## src/flash_host_defines.svh

```systemverilog
// Command codes, unlock offsets and timing counts for the flash command host.
`ifndef FLASH_HOST_DEFINES_SVH
`define FLASH_HOST_DEFINES_SVH
`define ADDR_W 23
`define DATA_W 16
`define UNLOCK_ADDR1 12'h555
`define UNLOCK_ADDR2 12'h2aa
`define UNLOCK_DATA1 8'haa
`define UNLOCK_DATA2 8'h55
`define CMD_RESET 8'hf0
`define CMD_AUTOSEL 8'h90
`define CMD_PROGRAM 8'ha0
`define CMD_ERASE_SETUP 8'h80
`define CMD_CHIP_ERASE 8'h10
`define CMD_SECTOR_ERASE 8'h30
`define CMD_SUSPEND 8'hb0
`define CMD_RESUME 8'h30
`define CMD_CFI 8'h98
`define CFI_ADDR 12'h055
`define CMD_BYPASS 8'h20
`define CMD_BYPASS_EXIT 8'h00
`define AS_MANUF 8'h00
`define AS_DEVID 8'h01
`define AS_PROTECT 8'h02
`define AS_SECURE 8'h03
`define AS_DEVID2 8'h0e
`define AS_DEVID3 8'h0f
`define SECTOR_LSB 12
`define BANK_LSB 20
`define ERASE_WINDOW_NS 50000
`define SUSPEND_LAT_NS 35000
`define CLK_NS 100
`define ERASE_WINDOW_CYC (`ERASE_WINDOW_NS / `CLK_NS)
`define SUSPEND_LAT_CYC ((`SUSPEND_LAT_NS + `CLK_NS - 1) / `CLK_NS)
`define STROBE_CYC 3
`endif

```

## src/flash_host_pkg.sv

```systemverilog
// Types shared by the flash command host.
package flash_host_pkg;
	typedef enum logic [3:0]
	{
		OP_READ = 4'h0,
		OP_RESET = 4'h1,
		OP_AUTOSEL = 4'h2,
		OP_PROGRAM = 4'h3,
		OP_CHIP_ERASE = 4'h4,
		OP_SECTOR_ERASE = 4'h5,
		OP_SUSPEND = 4'h6,
		OP_RESUME = 4'h7,
		OP_CFI = 4'h8,
		OP_BYPASS_ENTER = 4'h9,
		OP_BYPASS_PROGRAM = 4'ha,
		OP_BYPASS_ERASE = 4'hb,
		OP_BYPASS_EXIT = 4'hc,
		OP_AUTOSEL_READ = 4'hd,
		OP_SECTOR_ADD = 4'he
	} op_t;
	typedef enum logic [1:0]
	{
		CYC_IDLE = 2'h0,
		CYC_SETUP = 2'h1,
		CYC_STROBE = 2'h2,
		CYC_HOLD = 2'h3
	} cyc_state_t;
endpackage

```

## src/flash_bus_cycle.sv

```systemverilog
// One asynchronous flash bus cycle, write or read, timed from the host clock.
`timescale 1ns/10ps
`default_nettype none
`include "flash_host_defines.svh"
module flash_bus_cycle
(
	// Clock and reset.
	input wire logic clk_i,
	input wire logic rst_i,
	// Cycle request.
	input wire logic start_i,
	input wire logic write_i,
	input wire logic [`ADDR_W-1:0] addr_i,
	input wire logic [`DATA_W-1:0] wdata_i,
	output logic done_o,
	output logic [`DATA_W-1:0] rdata_o,
	// Flash pins.
	output logic [`ADDR_W-1:0] addr_o,
	output logic [`DATA_W-1:0] dq_o,
	output logic dq_oe_o,
	input wire logic [`DATA_W-1:0] dq_i,
	output logic chip_sel_n_o,
	output logic write_n_o,
	output logic read_n_o
);
	flash_host_pkg::cyc_state_t st_r, st_nxt;
	logic [1:0] cnt_r, cnt_nxt;
	logic wr_r, wr_nxt;
	logic done_r, done_nxt;
	logic [`ADDR_W-1:0] addr_r, addr_nxt;
	logic [`DATA_W-1:0] wd_r, wd_nxt, rd_r, rd_nxt;
	logic [`DATA_W-1:0] dq_s1_r, dq_s2_r;

	always_comb
	begin
		st_nxt = st_r;
		cnt_nxt = cnt_r;
		wr_nxt = wr_r;
		addr_nxt = addr_r;
		wd_nxt = wd_r;
		rd_nxt = rd_r;
		done_nxt = 1'b0;
		case (st_r)
			flash_host_pkg::CYC_IDLE:
				if (start_i)
				begin
					st_nxt = flash_host_pkg::CYC_SETUP;
					wr_nxt = write_i;
					addr_nxt = addr_i;
					wd_nxt = wdata_i;
				end
			flash_host_pkg::CYC_SETUP:
			begin
				st_nxt = flash_host_pkg::CYC_STROBE;
				cnt_nxt = 2'(`STROBE_CYC);
			end
			flash_host_pkg::CYC_STROBE:
				if (cnt_r == 2'h0)
				begin
					st_nxt = flash_host_pkg::CYC_HOLD;
					// Read data has passed the synchroniser by now.
					rd_nxt = dq_s2_r;
				end
				else
					cnt_nxt = cnt_r - 2'h1;
			default:
			begin
				st_nxt = flash_host_pkg::CYC_IDLE;
				done_nxt = 1'b1;
			end
		endcase
	end

	always_ff @(posedge clk_i or posedge rst_i)
	begin
		if (rst_i)
		begin
			st_r <= flash_host_pkg::CYC_IDLE;
			cnt_r <= 2'h0;
			wr_r <= 1'b0;
			addr_r <= '0;
			wd_r <= '0;
			rd_r <= '0;
			done_r <= 1'b0;
			dq_s1_r <= '0;
			dq_s2_r <= '0;
			chip_sel_n_o <= 1'b1;
			write_n_o <= 1'b1;
			read_n_o <= 1'b1;
			dq_oe_o <= 1'b0;
		end
		else
		begin
			st_r <= st_nxt;
			cnt_r <= cnt_nxt;
			wr_r <= wr_nxt;
			addr_r <= addr_nxt;
			wd_r <= wd_nxt;
			rd_r <= rd_nxt;
			done_r <= done_nxt;
			dq_s1_r <= dq_i;
			dq_s2_r <= dq_s1_r;
			// Address is set up a cycle before the strobe falls and held after it rises.
			chip_sel_n_o <= !(st_nxt != flash_host_pkg::CYC_IDLE);
			write_n_o <= !(wr_nxt && st_nxt == flash_host_pkg::CYC_STROBE);
			read_n_o <= !(!wr_nxt && st_nxt == flash_host_pkg::CYC_STROBE);
			dq_oe_o <= wr_nxt && st_nxt != flash_host_pkg::CYC_IDLE;
		end
	end

	assign addr_o = addr_r;
	assign dq_o = wd_r;
	assign done_o = done_r;
	assign rdata_o = rd_r;
endmodule // flash_bus_cycle
`default_nettype wire

```

## src/flash_cmd_host.sv

```systemverilog
// Host controller that issues flash command sequences.
`timescale 1ns/10ps
`default_nettype none
`include "flash_host_defines.svh"
//////////////////////////////////////////////////////////////////////////////
// Contract
// RQ1: Program suspend is one B0 write; its address is don't-care.
// RQ2: During program suspend, reads of other sectors return array data.
// RQ3: Program suspend is allowed inside erase suspend.
// RQ4: Host enters and exits the secure region around reads during suspend; the host has no secure-region command.
// RQ5: Autoselect is allowed in program suspend; reset returns to suspend.
// RQ6: Host writes one 30 resume to leave suspend; repeats are ignored.
// RQ7: After resume, a new program suspend may be written.
// RQ8: Array read is one read cycle with no command writes.
// RQ9: One F0 write at any address resets the bank.
// RQ10: Unlock cycles use 555/2AA low address bits and low data byte.
// RQ11: Autoselect: two unlocks, 90 at bank address, then reads.
// RQ12: Host reads identification at X01, X0E, X0F in consecutive reads.
// RQ13: Autoselect X02 at sector address returns protection byte 00h/01h.
// RQ14: Autoselect X03 returns secure lock state in DQ7 and DQ6.
// RQ15: Program is two unlocks, A0, then address and 16-bit data.
// RQ16: Program data latches on first rising strobe, written to address.
// RQ17: Erase is six writes ending 10 at 555 or 30 at sector.
// RQ18: Bank address comes from the top address bits.
// RQ19: B0 with bank address suspends sector erase.
// RQ20: 30 with bank address resumes from erase suspend.
// RQ21: 98 at 55 enters CFI query from read or autoselect.
// RQ22: Bypass: unlocks and 20, then two-write program, erase, exit 90/00.
// RQ23: More sector addresses are accepted within the 50 us window.
// RQ24: Erase suspend takes effect within 35 us of the write.
// RQ25: During sector erase only erase suspend is written.
// RQ26: A mismatched write abandons the sequence in the device.
module flash_cmd_host
(
	// Clock and reset.
	input wire logic clk_i,
	input wire logic rst_i,
	// Command request.
	input wire logic req_i,
	input wire logic [3:0] op_i,
	input wire logic [`ADDR_W-1:0] addr_i,
	input wire logic [`DATA_W-1:0] data_i,
	output logic busy_o,
	output logic done_o,
	output logic refused_o,
	output logic [`DATA_W-1:0] rdata_o,
	// Host-side state view.
	output logic erasing_o,
	output logic erase_susp_o,
	output logic prog_susp_o,
	output logic bypass_o,
	output logic window_open_o,
	// Flash pins.
	output logic [`ADDR_W-1:0] flash_addr_o,
	output logic [`DATA_W-1:0] flash_dq_o,
	output logic flash_dq_oe_o,
	input wire logic [`DATA_W-1:0] flash_dq_i,
	output logic chip_sel_n_o,
	output logic write_n_o,
	output logic read_n_o,
	output logic accelerate_protect_pin_o
);
	localparam int WIN_CYC = `ERASE_WINDOW_CYC;
	localparam int LAT_CYC = `SUSPEND_LAT_CYC;

	typedef enum logic [1:0]
	{
		SEQ_IDLE = 2'h0,
		SEQ_ISSUE = 2'h1,
		SEQ_WAIT = 2'h2,
		SEQ_LATENCY = 2'h3
	} seq_state_t;

	seq_state_t st_r, st_nxt;
	logic [3:0] op_r, op_nxt;
	logic [2:0] step_r, step_nxt;
	logic [`ADDR_W-1:0] a_r, a_nxt;
	logic [`DATA_W-1:0] d_r, d_nxt, rd_r, rd_nxt;
	logic busy_r, busy_nxt, done_r, done_nxt, ref_r, ref_nxt;
	logic erasing_r, erasing_nxt, esusp_r, esusp_nxt, psusp_r, psusp_nxt;
	logic byp_r, byp_nxt;
	logic [9:0] win_r, win_nxt;
	logic [8:0] lat_r, lat_nxt;
	logic win_open_r;
	logic cyc_start, cyc_write, cyc_done;
	logic [`ADDR_W-1:0] cyc_addr;
	logic [`DATA_W-1:0] cyc_wdata, cyc_rdata;
	logic [2:0] n_steps;

	// Keeps the bank bits and forces the low twelve to an unlock offset.
	function automatic logic [`ADDR_W-1:0] unlock_addr(input logic [`ADDR_W-1:0] a,
		input logic [11:0] off);
		unlock_addr = {a[`ADDR_W-1:`BANK_LSB], {(`BANK_LSB-12){1'b0}}, off}; // RQ10 RQ18
	endfunction

	// Address and data of one step of an operation.
	function automatic logic [`ADDR_W+`DATA_W:0] step_word(input logic [3:0] op,
		input logic [2:0] s, input logic [`ADDR_W-1:0] a, input logic [`DATA_W-1:0] d);
		logic [`ADDR_W-1:0] ua;
		logic [7:0] cmd;
		ua = '0;
		cmd = 8'h00;
		case (s)
			3'h0, 3'h3:
			begin
				ua = unlock_addr(a, `UNLOCK_ADDR1);
				cmd = `UNLOCK_DATA1;
			end
			3'h1, 3'h4:
			begin
				ua = unlock_addr(a, `UNLOCK_ADDR2);
				cmd = `UNLOCK_DATA2;
			end
			3'h2:
			begin
				ua = unlock_addr(a, `UNLOCK_ADDR1);
				cmd = (op == 4'(flash_host_pkg::OP_AUTOSEL)) ? `CMD_AUTOSEL :
					(op == 4'(flash_host_pkg::OP_PROGRAM)) ? `CMD_PROGRAM :
					(op == 4'(flash_host_pkg::OP_BYPASS_ENTER)) ? `CMD_BYPASS :
					`CMD_ERASE_SETUP; // RQ11 RQ15 RQ17 RQ22
			end
			default:
			begin
				if (op == 4'(flash_host_pkg::OP_CHIP_ERASE))
				begin
					ua = unlock_addr(a, `UNLOCK_ADDR1);
					cmd = `CMD_CHIP_ERASE; // RQ17
				end
				else
				begin
					ua = {a[`ADDR_W-1:`SECTOR_LSB], {`SECTOR_LSB{1'b0}}};
					cmd = `CMD_SECTOR_ERASE; // RQ17
				end
			end
		endcase
		step_word = {1'b1, ua, 8'h00, cmd};
		if (op == 4'(flash_host_pkg::OP_PROGRAM) && s == 3'h3)
			step_word = {1'b1, a, d}; // RQ15 RQ16
	endfunction

	logic [`ADDR_W+`DATA_W:0] sw;
	logic legal;

	flash_bus_cycle u_cycle
	(
		.clk_i(clk_i),
		.rst_i(rst_i),
		.start_i(cyc_start),
		.write_i(cyc_write),
		.addr_i(cyc_addr),
		.wdata_i(cyc_wdata),
		.done_o(cyc_done),
		.rdata_o(cyc_rdata),
		.addr_o(flash_addr_o),
		.dq_o(flash_dq_o),
		.dq_oe_o(flash_dq_oe_o),
		.dq_i(flash_dq_i),
		.chip_sel_n_o(chip_sel_n_o),
		.write_n_o(write_n_o),
		.read_n_o(read_n_o)
	);

	//////////////////////////////////////////////////////////////////////////////
	always_comb
	begin
		// Unlocked sequences have their own step count; single writes take one.
		case (op_r)
			4'(flash_host_pkg::OP_AUTOSEL), 4'(flash_host_pkg::OP_BYPASS_ENTER): n_steps = 3'h3;
			4'(flash_host_pkg::OP_PROGRAM): n_steps = 3'h4;
			4'(flash_host_pkg::OP_CHIP_ERASE), 4'(flash_host_pkg::OP_SECTOR_ERASE): n_steps = 3'h6;
			4'(flash_host_pkg::OP_BYPASS_PROGRAM), 4'(flash_host_pkg::OP_BYPASS_ERASE),
			4'(flash_host_pkg::OP_BYPASS_EXIT): n_steps = 3'h2;
			default: n_steps = 3'h1;
		endcase
		sw = step_word(op_r, step_r, a_r, d_r);
		cyc_write = 1'b1;
		cyc_addr = sw[`ADDR_W+`DATA_W-1:`DATA_W];
		cyc_wdata = sw[`DATA_W-1:0];
		case (op_r)
			4'(flash_host_pkg::OP_READ), 4'(flash_host_pkg::OP_AUTOSEL_READ):
			begin
				cyc_write = 1'b0; // RQ8 RQ12
				cyc_addr = a_r;
			end
			4'(flash_host_pkg::OP_RESET):
				cyc_wdata = {8'h00, `CMD_RESET}; // RQ9
			4'(flash_host_pkg::OP_SUSPEND):
				cyc_wdata = {8'h00, `CMD_SUSPEND}; // RQ1 RQ19
			4'(flash_host_pkg::OP_RESUME):
				cyc_wdata = {8'h00, `CMD_RESUME}; // RQ6 RQ20
			4'(flash_host_pkg::OP_CFI):
			begin
				cyc_addr = {a_r[`ADDR_W-1:`BANK_LSB], {(`BANK_LSB-12){1'b0}}, `CFI_ADDR};
				cyc_wdata = {8'h00, `CMD_CFI}; // RQ21
			end
			4'(flash_host_pkg::OP_SECTOR_ADD):
			begin
				cyc_addr = {a_r[`ADDR_W-1:`SECTOR_LSB], {`SECTOR_LSB{1'b0}}};
				cyc_wdata = {8'h00, `CMD_SECTOR_ERASE}; // RQ23
			end
			4'(flash_host_pkg::OP_BYPASS_PROGRAM):
			begin
				cyc_addr = a_r;
				cyc_wdata = (step_r == 3'h0) ? {8'h00, `CMD_PROGRAM} : d_r; // RQ22
			end
			4'(flash_host_pkg::OP_BYPASS_ERASE):
				cyc_wdata = (step_r == 3'h0) ? {8'h00, `CMD_ERASE_SETUP} :
					{8'h00, `CMD_CHIP_ERASE}; // RQ22
			4'(flash_host_pkg::OP_BYPASS_EXIT):
				cyc_wdata = (step_r == 3'h0) ? {8'h00, `CMD_AUTOSEL} :
					{8'h00, `CMD_BYPASS_EXIT}; // RQ22
			default:
			begin
			end
		endcase
	end

	always_comb
	begin
		// While erasing only suspend, read and in-window sector add may pass; bypass commands need bypass mode.
		legal = 1'b1;
		if (erasing_r && op_i != 4'(flash_host_pkg::OP_SUSPEND)
			&& op_i != 4'(flash_host_pkg::OP_READ)
			&& !(win_r != 10'h0 && op_i == 4'(flash_host_pkg::OP_SECTOR_ADD)))
			legal = 1'b0; // RQ25 RQ23
		if (op_i == 4'(flash_host_pkg::OP_SECTOR_ADD) && win_r == 10'h0)
			legal = 1'b0; // RQ23
		if (op_i == 4'(flash_host_pkg::OP_RESUME) && !esusp_r && !psusp_r)
			legal = 1'b0; // RQ6 RQ20
		if ((op_i == 4'(flash_host_pkg::OP_BYPASS_PROGRAM)
			|| op_i == 4'(flash_host_pkg::OP_BYPASS_ERASE)
			|| op_i == 4'(flash_host_pkg::OP_BYPASS_EXIT)) != byp_r
			&& op_i != 4'(flash_host_pkg::OP_READ) && op_i != 4'(flash_host_pkg::OP_CFI)
			&& op_i != 4'(flash_host_pkg::OP_RESET) && op_i != 4'(flash_host_pkg::OP_SUSPEND))
			legal = 1'b0; // RQ22
		if (op_i > 4'(flash_host_pkg::OP_SECTOR_ADD))
			legal = 1'b0;
	end

	always_comb
	begin
		st_nxt = st_r;
		op_nxt = op_r;
		step_nxt = step_r;
		a_nxt = a_r;
		d_nxt = d_r;
		rd_nxt = rd_r;
		busy_nxt = busy_r;
		done_nxt = 1'b0;
		ref_nxt = 1'b0;
		erasing_nxt = erasing_r;
		esusp_nxt = esusp_r;
		psusp_nxt = psusp_r;
		byp_nxt = byp_r;
		win_nxt = (win_r != 10'h0) ? win_r - 10'h1 : 10'h0;
		lat_nxt = lat_r;
		cyc_start = 1'b0;
		case (st_r)
			SEQ_IDLE:
				if (req_i && legal)
				begin
					st_nxt = SEQ_ISSUE;
					op_nxt = op_i;
					a_nxt = addr_i;
					d_nxt = data_i;
					step_nxt = 3'h0;
					busy_nxt = 1'b1;
				end
				else if (req_i)
					ref_nxt = 1'b1;
			SEQ_ISSUE:
			begin
				cyc_start = 1'b1;
				st_nxt = SEQ_WAIT;
			end
			SEQ_WAIT:
				if (cyc_done)
				begin
					rd_nxt = cyc_rdata;
					if (step_r + 3'h1 < n_steps)
					begin
						step_nxt = step_r + 3'h1;
						st_nxt = SEQ_ISSUE;
					end
					else
					begin
						st_nxt = SEQ_IDLE;
						busy_nxt = 1'b0;
						done_nxt = 1'b1;
						case (op_r)
							4'(flash_host_pkg::OP_SECTOR_ERASE), 4'(flash_host_pkg::OP_SECTOR_ADD):
							begin
								erasing_nxt = 1'b1;
								win_nxt = 10'(WIN_CYC); // RQ23
							end
							4'(flash_host_pkg::OP_SUSPEND):
							begin
								if (erasing_r)
								begin
									erasing_nxt = 1'b0;
									esusp_nxt = 1'b1;
									win_nxt = 10'h0; // RQ24
									if (win_r == 10'h0)
									begin
										st_nxt = SEQ_LATENCY;
										busy_nxt = 1'b1;
										done_nxt = 1'b0;
										lat_nxt = 9'(LAT_CYC); // RQ24
									end
								end
								else
									psusp_nxt = 1'b1; // RQ1 RQ3
							end
							4'(flash_host_pkg::OP_RESUME):
								if (psusp_r)
									psusp_nxt = 1'b0; // RQ6 RQ7
								else
								begin
									esusp_nxt = 1'b0;
									erasing_nxt = 1'b1;
								end
							4'(flash_host_pkg::OP_BYPASS_ENTER): byp_nxt = 1'b1;
							4'(flash_host_pkg::OP_BYPASS_EXIT): byp_nxt = 1'b0;
							default:
							begin
							end
						endcase
					end
				end
			default:
				if (lat_r == 9'h0)
				begin
					st_nxt = SEQ_IDLE;
					busy_nxt = 1'b0;
					done_nxt = 1'b1;
				end
				else
					lat_nxt = lat_r - 9'h1;
		endcase
	end

	always_ff @(posedge clk_i or posedge rst_i)
	begin
		if (rst_i)
		begin
			st_r <= SEQ_IDLE;
			op_r <= 4'h0;
			step_r <= 3'h0;
			a_r <= '0;
			d_r <= '0;
			rd_r <= '0;
			busy_r <= 1'b0;
			done_r <= 1'b0;
			ref_r <= 1'b0;
			erasing_r <= 1'b0;
			esusp_r <= 1'b0;
			psusp_r <= 1'b0;
			byp_r <= 1'b0;
			win_r <= 10'h0;
			lat_r <= 9'h0;
			win_open_r <= 1'b0;
			accelerate_protect_pin_o <= 1'b0;
		end
		else
		begin
			st_r <= st_nxt;
			op_r <= op_nxt;
			step_r <= step_nxt;
			a_r <= a_nxt;
			d_r <= d_nxt;
			rd_r <= rd_nxt;
			busy_r <= busy_nxt;
			done_r <= done_nxt;
			ref_r <= ref_nxt;
			erasing_r <= erasing_nxt;
			esusp_r <= esusp_nxt;
			psusp_r <= psusp_nxt;
			byp_r <= byp_nxt;
			win_r <= win_nxt;
			lat_r <= lat_nxt;
			win_open_r <= (win_nxt != 10'h0);
			// Held high for the whole bypass period, not only around each command.
			accelerate_protect_pin_o <= byp_nxt; // RQ22
		end
	end

	assign busy_o = busy_r;
	assign done_o = done_r;
	assign refused_o = ref_r;
	assign rdata_o = rd_r;
	assign erasing_o = erasing_r;
	assign erase_susp_o = esusp_r;
	assign prog_susp_o = psusp_r;
	assign bypass_o = byp_r;
	assign window_open_o = win_open_r;
endmodule // flash_cmd_host
`default_nettype wire

```

## config.mk

```make
export PLATFORM = sky130hd
export DESIGN_NAME = flash_cmd_host
export DESIGN_NICKNAME = d
export VERILOG_FILES = /design/src/flash_host_pkg.sv /design/src/flash_bus_cycle.sv /design/src/flash_cmd_host.sv
export VERILOG_INCLUDE_DIRS = /design/src
export SDC_FILE = /design/constraint.sdc
export NUM_CORES = 1
export LEC_CHECK = 0
export ABC_AREA = 0
export BUFFER_PORTS_ARGS = -buffer_cell sky130_fd_sc_hd__buf_2
export CORE_MARGIN = 5
export CORE_UTILIZATION = 39
export DETAILED_ROUTE_END_ITERATION = 10
export PLACE_DENSITY = 0.58
export SLEW_MARGIN = 10
export SYNTH_ARGS = -nofsm -noshare
export SYNTH_HDL_FRONTEND = slang
export SYNTH_SLANG_ARGS = --single-unit
```

## constraint.sdc

```tcl
create_clock -name clk_i -period 9.1 [get_ports clk_i]
set_input_delay 0.455 -clock clk_i [delete_from_list [all_inputs] [get_ports clk_i]]
set_output_delay 0.455 -clock clk_i [all_outputs]
set_load 0.01 [all_outputs]
```

==> impl_metrics.yaml, run 1 <==
min_path:
  hold_class: "in -> reg"
  whs_endpoint: "u_cycle.dq_s1_r[10]"
  hold_path.startpoint: "flash_dq_i[10]"
  min_path_cells: 1
sta:
  finalSetupTns_ns: 0
  setup_ws_ns: 5.74
  clock_skew_ns: 0.00853
  period_share_pct: 37.0
  rsz0062_at_grt: "false"
  hold_violations: 0
  setup_violations: 0
  drv_slew: 0
  slew_headroom_pct: 25.7
  max_freq_mhz: 297
  finalCriticalPeriod_ns: 3.36
  worstMarginPinSlew_ns: 1.10
placed_design:
  dpl.hpwl_mm: 12.9
  placed_cell_area_sq_um: 9200
  routabilityCongestion: 0.895
  post-place-ws_ns: 5.79
  portBuffers: 129
yosys:
  ys.warnings.count: 0
  yosysSeqAreaShare_pct: 56.5
  synth.distinct_cells: 73
  synth_nets: 845
  synth_area_sq_um: 8330
  yosys_register_bits: 188
  synthFlopType: "dfrtp_1"
  ys_async_sr_fraction_pct: 100
  synth_edf_count: 0
  syn_inst: 769
  syn-mean-instance-area_sq_um: 10.8
critical_path:
  worstPathArrival_ns: 3.68
  reg2reg_depth: 9
  endpoint_kind: "register"
  r2r_start: "op_r[1]"
  r2r_setup_slack_ns: 5.74
  cp-start-kind: "register"
  critPathRequiredTime_ns: 9.41
  cpPeakStageDelay_ns: 0.61
  crit_type: "reg -> reg"
  cp_top_family: "compound AO/OA/AOI/OAI gates"
  cp.buffers_inverters: 1
  r2r_end: "lat_r[6]"
  worst-path-max-fanout: 33
  crit_path_cell_trace: "buf_4 -> nor2b_1 -> a21oi_1 -> or2_2 -> ha_1 -> a221o_1 -> o21ai_1 -> nor4_1 -> or3_1"
  cp_slowest_cell: "o21ai_1"
flow_run:
  max_cap_violations: 0
routing:
  drt_iter0_markers: 341
  ant_nets: 0
  via_count: 6031
  vias_per_cell: 5.14
  wire_per_inst_um: 16.3
  drc: 0
  drt_wl_total_mm: 19.1
  first_pass_iters: 5
clock_network:
  cts_setup_buffers: 0
  cts_root_buf: "clkbuf_16"
  cts_buffers: 17
  holdBufCountCts: 0
  cts_tree: "yes"
  postCtsResizedCells: 0
  path_clk_slew_ns: 0.08
  htree_num_levels: 4
  clockBufferDepth: 2
  clk_latency_ns: 0.43
  cts.sinks: 188
power:
  power_w: 0.00359
  powerDensity_nw_per_um2: 365
  vdd_drop_max_mv: 0.165
  leakage_nw: 4.52
grt:
  grt_pass1_wl_mm: 31.7
  grt_pass1_vias: 6070
  grt-ovfl-total: 0
  grtUsageTotal_pct: 16.1
  antenna_found_initial: 2
  grt_max_degree: 119
floorplan:
  start_util_pct: 39.6
  core_area_sq_um: 21000
  fp.dieH_um: 156
  die_area_sq_um: 24400
  die_w_um: 156
  rows: 53
  pin_count: 130
run_status:
  status: "finished clean"
cells_and_area:
  fillers: 1971
  final_cell_area_sq_um: 9860
  layout_commonest_cell: "dfrtp_1"
  num_antenna_cells: 0
  utilization_pct: 46.9
  drive_gt1_share_pct: 27.6
  final_nets: 961
  final_cell_mix: "185 x dfrtp_1, 129 x buf_2, 120 x nand2_1"
  area_growth_syn_to_layout_pct: 18.3
-- area by class of cell --
class | instances | area (sq um) | area share, %
Sequential cell | 188 | 4710 | 47.8
Multi-Input combinational cell | 518 | 3340 | 33.9
Timing Repair Buffer | 137 | 706 | 7.16
Clock buffer | 18 | 439 | 4.46
Tap cell | 275 | 344 | 3.49
Clock inverter | 14 | 223 | 2.26
Inverter | 23 | 93.8 | 0.952
-- cell families (layout without fill, tap and decap cells) --
| group | Yosys count | count (layout) | share of synthesized area (%) |
|---|---|---|---|
| buffers and inverters | 63 | 192 | 3.36 |
| muxes | 66 | 66 | 8.82 |
| DFF | 188 | 188 | 56.5 |
| xor gates and xnor gates | 7 | 7 | 0.736 |
| AOI/OAI and AO/OA | 160 | 160 | 12.9 |
| and+or+nand+nor | 271 | 271 | 15.6 |
| adders and majority gates | 14 | 14 | 2.10 |
-- metal layers --
metal / share of wire, % / track usage [%]
met1: 45 / 21.4
met5: 0.14 / 0
met4: 2.1 / 5.08
met2: 46 / 24.6
met3: 7.0 / 5.88
-- cell usage after synthesis, types with 6 or more instances --
cell type,instances,area [sq um]
mux2i_1,7,70.1
and2_1,7,43.8
a31oi_1,8,50.1
ha_1,14,175
nor3b_1,8,60.1
or3_1,6,37.5
nand2_1,120,450
nor2b_1,11,68.8
buf_1,8,30.0
nor3_1,16,80.1
inv_1,23,86.3
dfrtp_1,185,4630
clkbuf_1,20,75.1
nor2_1,52,195
nand3_1,9,45.0
o21ai_0,36,180
mux2_2,57,642
a21oi_1,39,195
o21a_1,8,60.1
o22a_1,8,70.1
nand2b_1,10,62.6
-- worst max path at each step --
stage / end / depth (start not counted) / slack [ns] / start
floorplan: a_r[0] / 1 / 3.54 / rst_i
detailed placement: lat_r[6] / 9 / 5.79 / op_r[1]
CTS: lat_r[6] / 9 / 5.78 / op_r[1]
global placement: lat_r[6] / 9 / 5.78 / op_r[1]
global route: lat_r[3] / 10 / 5.44 / op_r[1]
finish: lat_r[6] / 9 / 5.74 / op_r[1]
-- through the flow --
step / cells / hold slack, ns
final: 1173 / 0.124
after global routing: 1173 / 0.0956
after CTS: 1173 / 0.105
after detailed placement: 1141 / 0.335
after global placement: 1141 / 0.331
after floorplan: 769 / 0.331
-- report_power, final --
group	switching, W	internal, W	total (W)
sequential	0.000230	0.00117	0.00140
combinational	0.000772	0.000610	0.00138
clock	0.000359	0.000458	0.000817
total	0.00136	0.00223	0.00359
-- state kept, by name, summed over array words and instances (netlist names), 2 cells and up --
signal           count
op_r                 4
st_r                 2
step_r               3
d_r                 16
a_r                 23
u_cycle.rdata_o     16
rdata_o             16
win_r               10
lat_r                9
u_cycle.cnt_r        2
u_cycle.addr_o      23
u_cycle.dq_o        16
u_cycle.dq_s1_r     16
u_cycle.st_r         2
u_cycle.dq_s2_r     16
-- worst reg2reg max path, delay by kind of cell (launching register included) --
family                     cells  cell delay [ns]
AOI/OAI and AO/OA              3             1.18
buffers and inverters          1             0.28
and+or+nand+nor                4             1.16
DFF                            1             0.32
adders and majority gates      1             0.31
(Power assumes the default switching activity.)
==> run 2: changes to the inputs <==
--- a/config.mk
+++ b/config.mk
@@ -6,12 +6,12 @@
 export SDC_FILE = /design/constraint.sdc
 export NUM_CORES = 1
 export LEC_CHECK = 0
-export ABC_AREA = 0
+export ABC_AREA = 1
 export BUFFER_PORTS_ARGS = -buffer_cell sky130_fd_sc_hd__buf_2
 export CORE_MARGIN = 5
 export CORE_UTILIZATION = 39
 export DETAILED_ROUTE_END_ITERATION = 10
-export PLACE_DENSITY = 0.58
+export PLACE_DENSITY = 0.61
 export SLEW_MARGIN = 10
 export SYNTH_ARGS = -nofsm -noshare
 export SYNTH_HDL_FRONTEND = slang
==> constraint.sdc (replaced) <==
create_clock -name clk_i -period 2.8 [get_ports clk_i]
set_input_delay 0.14 -clock clk_i [delete_from_list [all_inputs] [get_ports clk_i]]
set_output_delay 0.14 -clock clk_i [all_outputs]
set_load 0.01 [all_outputs]
==> run 2 against run 1 <==
Compared with the run above:
- worst setup slack lost 5.3 ns
- global-route usage is essentially flat
- via count grew 4.5%
- critical path type unchanged
==> impl_metrics.yaml, run 2 <==
run_status:
  status: "finished clean"
cells_and_area:
  drive_gt1_share_pct: 19.9
  final_nets: 1168
  area_growth_syn_to_layout_pct: 26.8
  final_cell_mix: "212 x nand2_1, 185 x dfrtp_1, 129 x buf_2"
  final_cell_area_sq_um: 10300
  layout_commonest_cell: "nand2_1"
  num_antenna_cells: 0
placed_design:
  placed_cell_area_sq_um: 9100
  routabilityCongestion: 0.803
  portBuffers: 129
  dpl.hpwl_mm: 12.9
clock_network:
  htree_num_levels: 4
  cts.sinks: 188
  cts_setup_buffers: 0
  path_clk_slew_ns: 0.08
  cts_buffers: 17
  cts_tree: "yes"
  clockBufferDepth: 2
  clk_latency_ns: 0.43
  cts_root_buf: "clkbuf_16"
grt:
  grtUsageMet1_pct: 22.3
  busiest_layer: "met2"
  global_route.usage.met2_pct: 25.0
  use_met3_pct: 4.00
  grt_pass1_vias: 6244
  grt_pass1_wl_mm: 31.1
  grt-ovfl-total: 0
  grtUsageTotal_pct: 16.1
  antenna_found_initial: 0
  grt_max_degree: 87
yosys:
  yosys.area.top_type: "dfrtp_1"
  synthTopCellsByArea: "dfrtp_1 57%, nand2_1 9.8%, inv_1 5.5%, o21ai_0 4.2%, nor2_1 3.4%"
  synth_nets: 975
  yosysMostFrequentCell: "nand2_1"
  syn_inst: 899
  ys_async_sr_fraction_pct: 100
  syn-mean-instance-area_sq_um: 9.05
  synth.distinct_cells: 49
  synthFlopType: "dfrtp_1"
  synth_area_sq_um: 8130
  yosys-top-cells-count: "212 x nand2_1, 185 x dfrtp_1, 120 x inv_1"
  synth_top_area_share_pct: 56.9
  synth_edf_count: 0
  ys.warnings.count: 0
  yosys_register_bits: 188
  yosysSeqAreaShare_pct: 57.9
flow_run:
  max_cap_violations: 0
floorplan:
  pin_count: 130
  rows: 52
  die_w_um: 154
  core_area_sq_um: 20400
  fp.dieH_um: 154
  start_util_pct: 39.9
  die_area_sq_um: 23800
critical_path:
  r2r_setup_slack_ns: 0.43
  cp.buffers_inverters: 3
  cpPeakStageDelay_ns: 0.43
  crit_path_cell_trace: "ha_1 -> ha_1 -> inv_1 -> ha_1 -> a21oi_1 -> nand2_4 -> o21ai_1 -> inv_2 -> nand2_2 -> inv_4 -> o21ai_1 -> o21ai_1"
  cp_slowest_cell: "dfrtp_1"
  crit_type: "reg -> reg"
  cp-start-kind: "register"
  worstPathArrival_ns: 2.68
  reg2reg_depth: 12
  endpoint_kind: "register"
  critPathRequiredTime_ns: 3.12
  worst-path-max-fanout: 10
  r2r_start: "step_r[0]"
  cp_top_family: "adder cells"
  r2r_end: "lat_r[3]"
power:
  powerDensity_nw_per_um2: 1070
  leakage_nw: 5.38
  vdd_drop_max_mv: 0.447
min_path:
  hold_path.startpoint: "op_i[1]"
  hold_class: "in -> reg"
  min_path_cells: 3
  whs_endpoint: "op_r[1]"
routing:
  drt_iter0_markers: 330
  via_count: 6302
  first_pass_iters: 5
  wire_per_inst_um: 13.4
  vias_per_cell: 4.58
  drc: 0
  drt_wl_total_mm: 18.5
  ant_nets: 0
sta:
  finalCriticalPeriod_ns: 2.37
  rsz0062_at_grt: "false"
  period_share_pct: 84.5
  hold_violations: 0
  clock_skew_ns: 0.00936
  finalSetupTns_ns: 0
  setup_violations: 0
  drv_slew: 0
  worstMarginPinSlew_ns: 0.723
  slew_headroom_pct: 51.7
  max_freq_mhz: 423
-- run 2: changes by cell type after synthesis, sizes merged, moves of 8 or more --
cell and delta:
o22a -8, nand2b -10, o21ai +63, nor3 -11, inv +107, nor2 +30
mux2 -59, nand3 +30, nor2b -11, nand2 +103, clkbuf -11, nor3b -8
-- run 2: final cells by class --
type                       count  area (sq um)
fill                        1891         10100
sequential                   188          4710
multi-input combinational    555          2770
timing repair buffer         199          1370
inverter                     131           498
clock buffer                  17           425
tap                          270           338
clock inverter                15           209
-- run 2: cell families after synthesis --
| logic type | after synthesis | share of synthesized area (%) |
|---|---|---|
| AND/OR/NAND/NOR | 362 | 19.3 |
| flip-flops | 188 | 57.9 |
| AO/OA/AOI/OAI | 170 | 11.6 |
| buffers and inverters | 156 | 8.08 |
| adder cells (fa/ha/maj) | 14 | 2.15 |
| XOR/XNOR | 9 | 0.969 |
-- run 2: worst max-delay path by stage --
stage | startpoint | end | cells past startpoint | slack (ns)
after CTS | step_r[0] | lat_r[3] | 12 | 0.42
after global routing | step_r[0] | lat_r[4] | 12 | 0.24
after global placement | step_r[0] | lat_r[3] | 12 | 0.52
final | step_r[0] | lat_r[3] | 12 | 0.43
after detailed placement | step_r[0] | lat_r[4] | 12 | 0.44
after floorplan | rst_i | a_r[0] | 1 | 0.24
-- run 2: per-layer routing --
layer	vias up	wire, um
met2	149	8430
li1	3242	-
met5	-	0
met3	15	1050
met1	2896	8810
met4	0	188
-- run 2: per-stage QoR --
stage               instances  total power, W  utilization (%)  hold slack (ns)  setup WS, ns
finish                   1375          0.0111             50.6           0.0814         0.434
global route             1375          0.0120             50.6           0.0716         0.245
CTS                      1375          0.0112             50.6           0.0609         0.422
detailed placement       1285         0.00862             44.7            0.250         0.443
global placement         1285         0.00853             44.7            0.249         0.525
floorplan                 899         0.00736                -            0.171         0.242
-- run 2: timing repair --
item,in CTS,in global routing
hold buffers,58,0
endpoints found under the hold margin,78,0
gates resized for setup,0,0
-- run 2: worst register-to-register path, cell delays in order, from the launching register on --
cell	delay, ns
dfrtp_1	0.43
ha_1	0.22
ha_1	0.27
inv_1	0.05
ha_1	0.30
a21oi_1	0.25
nand2_4	0.15
o21ai_1	0.17
inv_2	0.06
nand2_2	0.13
inv_4	0.08
o21ai_1	0.08
o21ai_1	0.07
-- run 2: report_power, final --
part	switching [W]	total (W)	leakage, nW	internal (W)
registers	0.000636	0.00440	2.30	0.00377
clock network	0.00126	0.00250	0.304	0.00124
logic	0.00264	0.00418	2.78	0.00154
total	0.00453	0.0111	5.38	0.00655
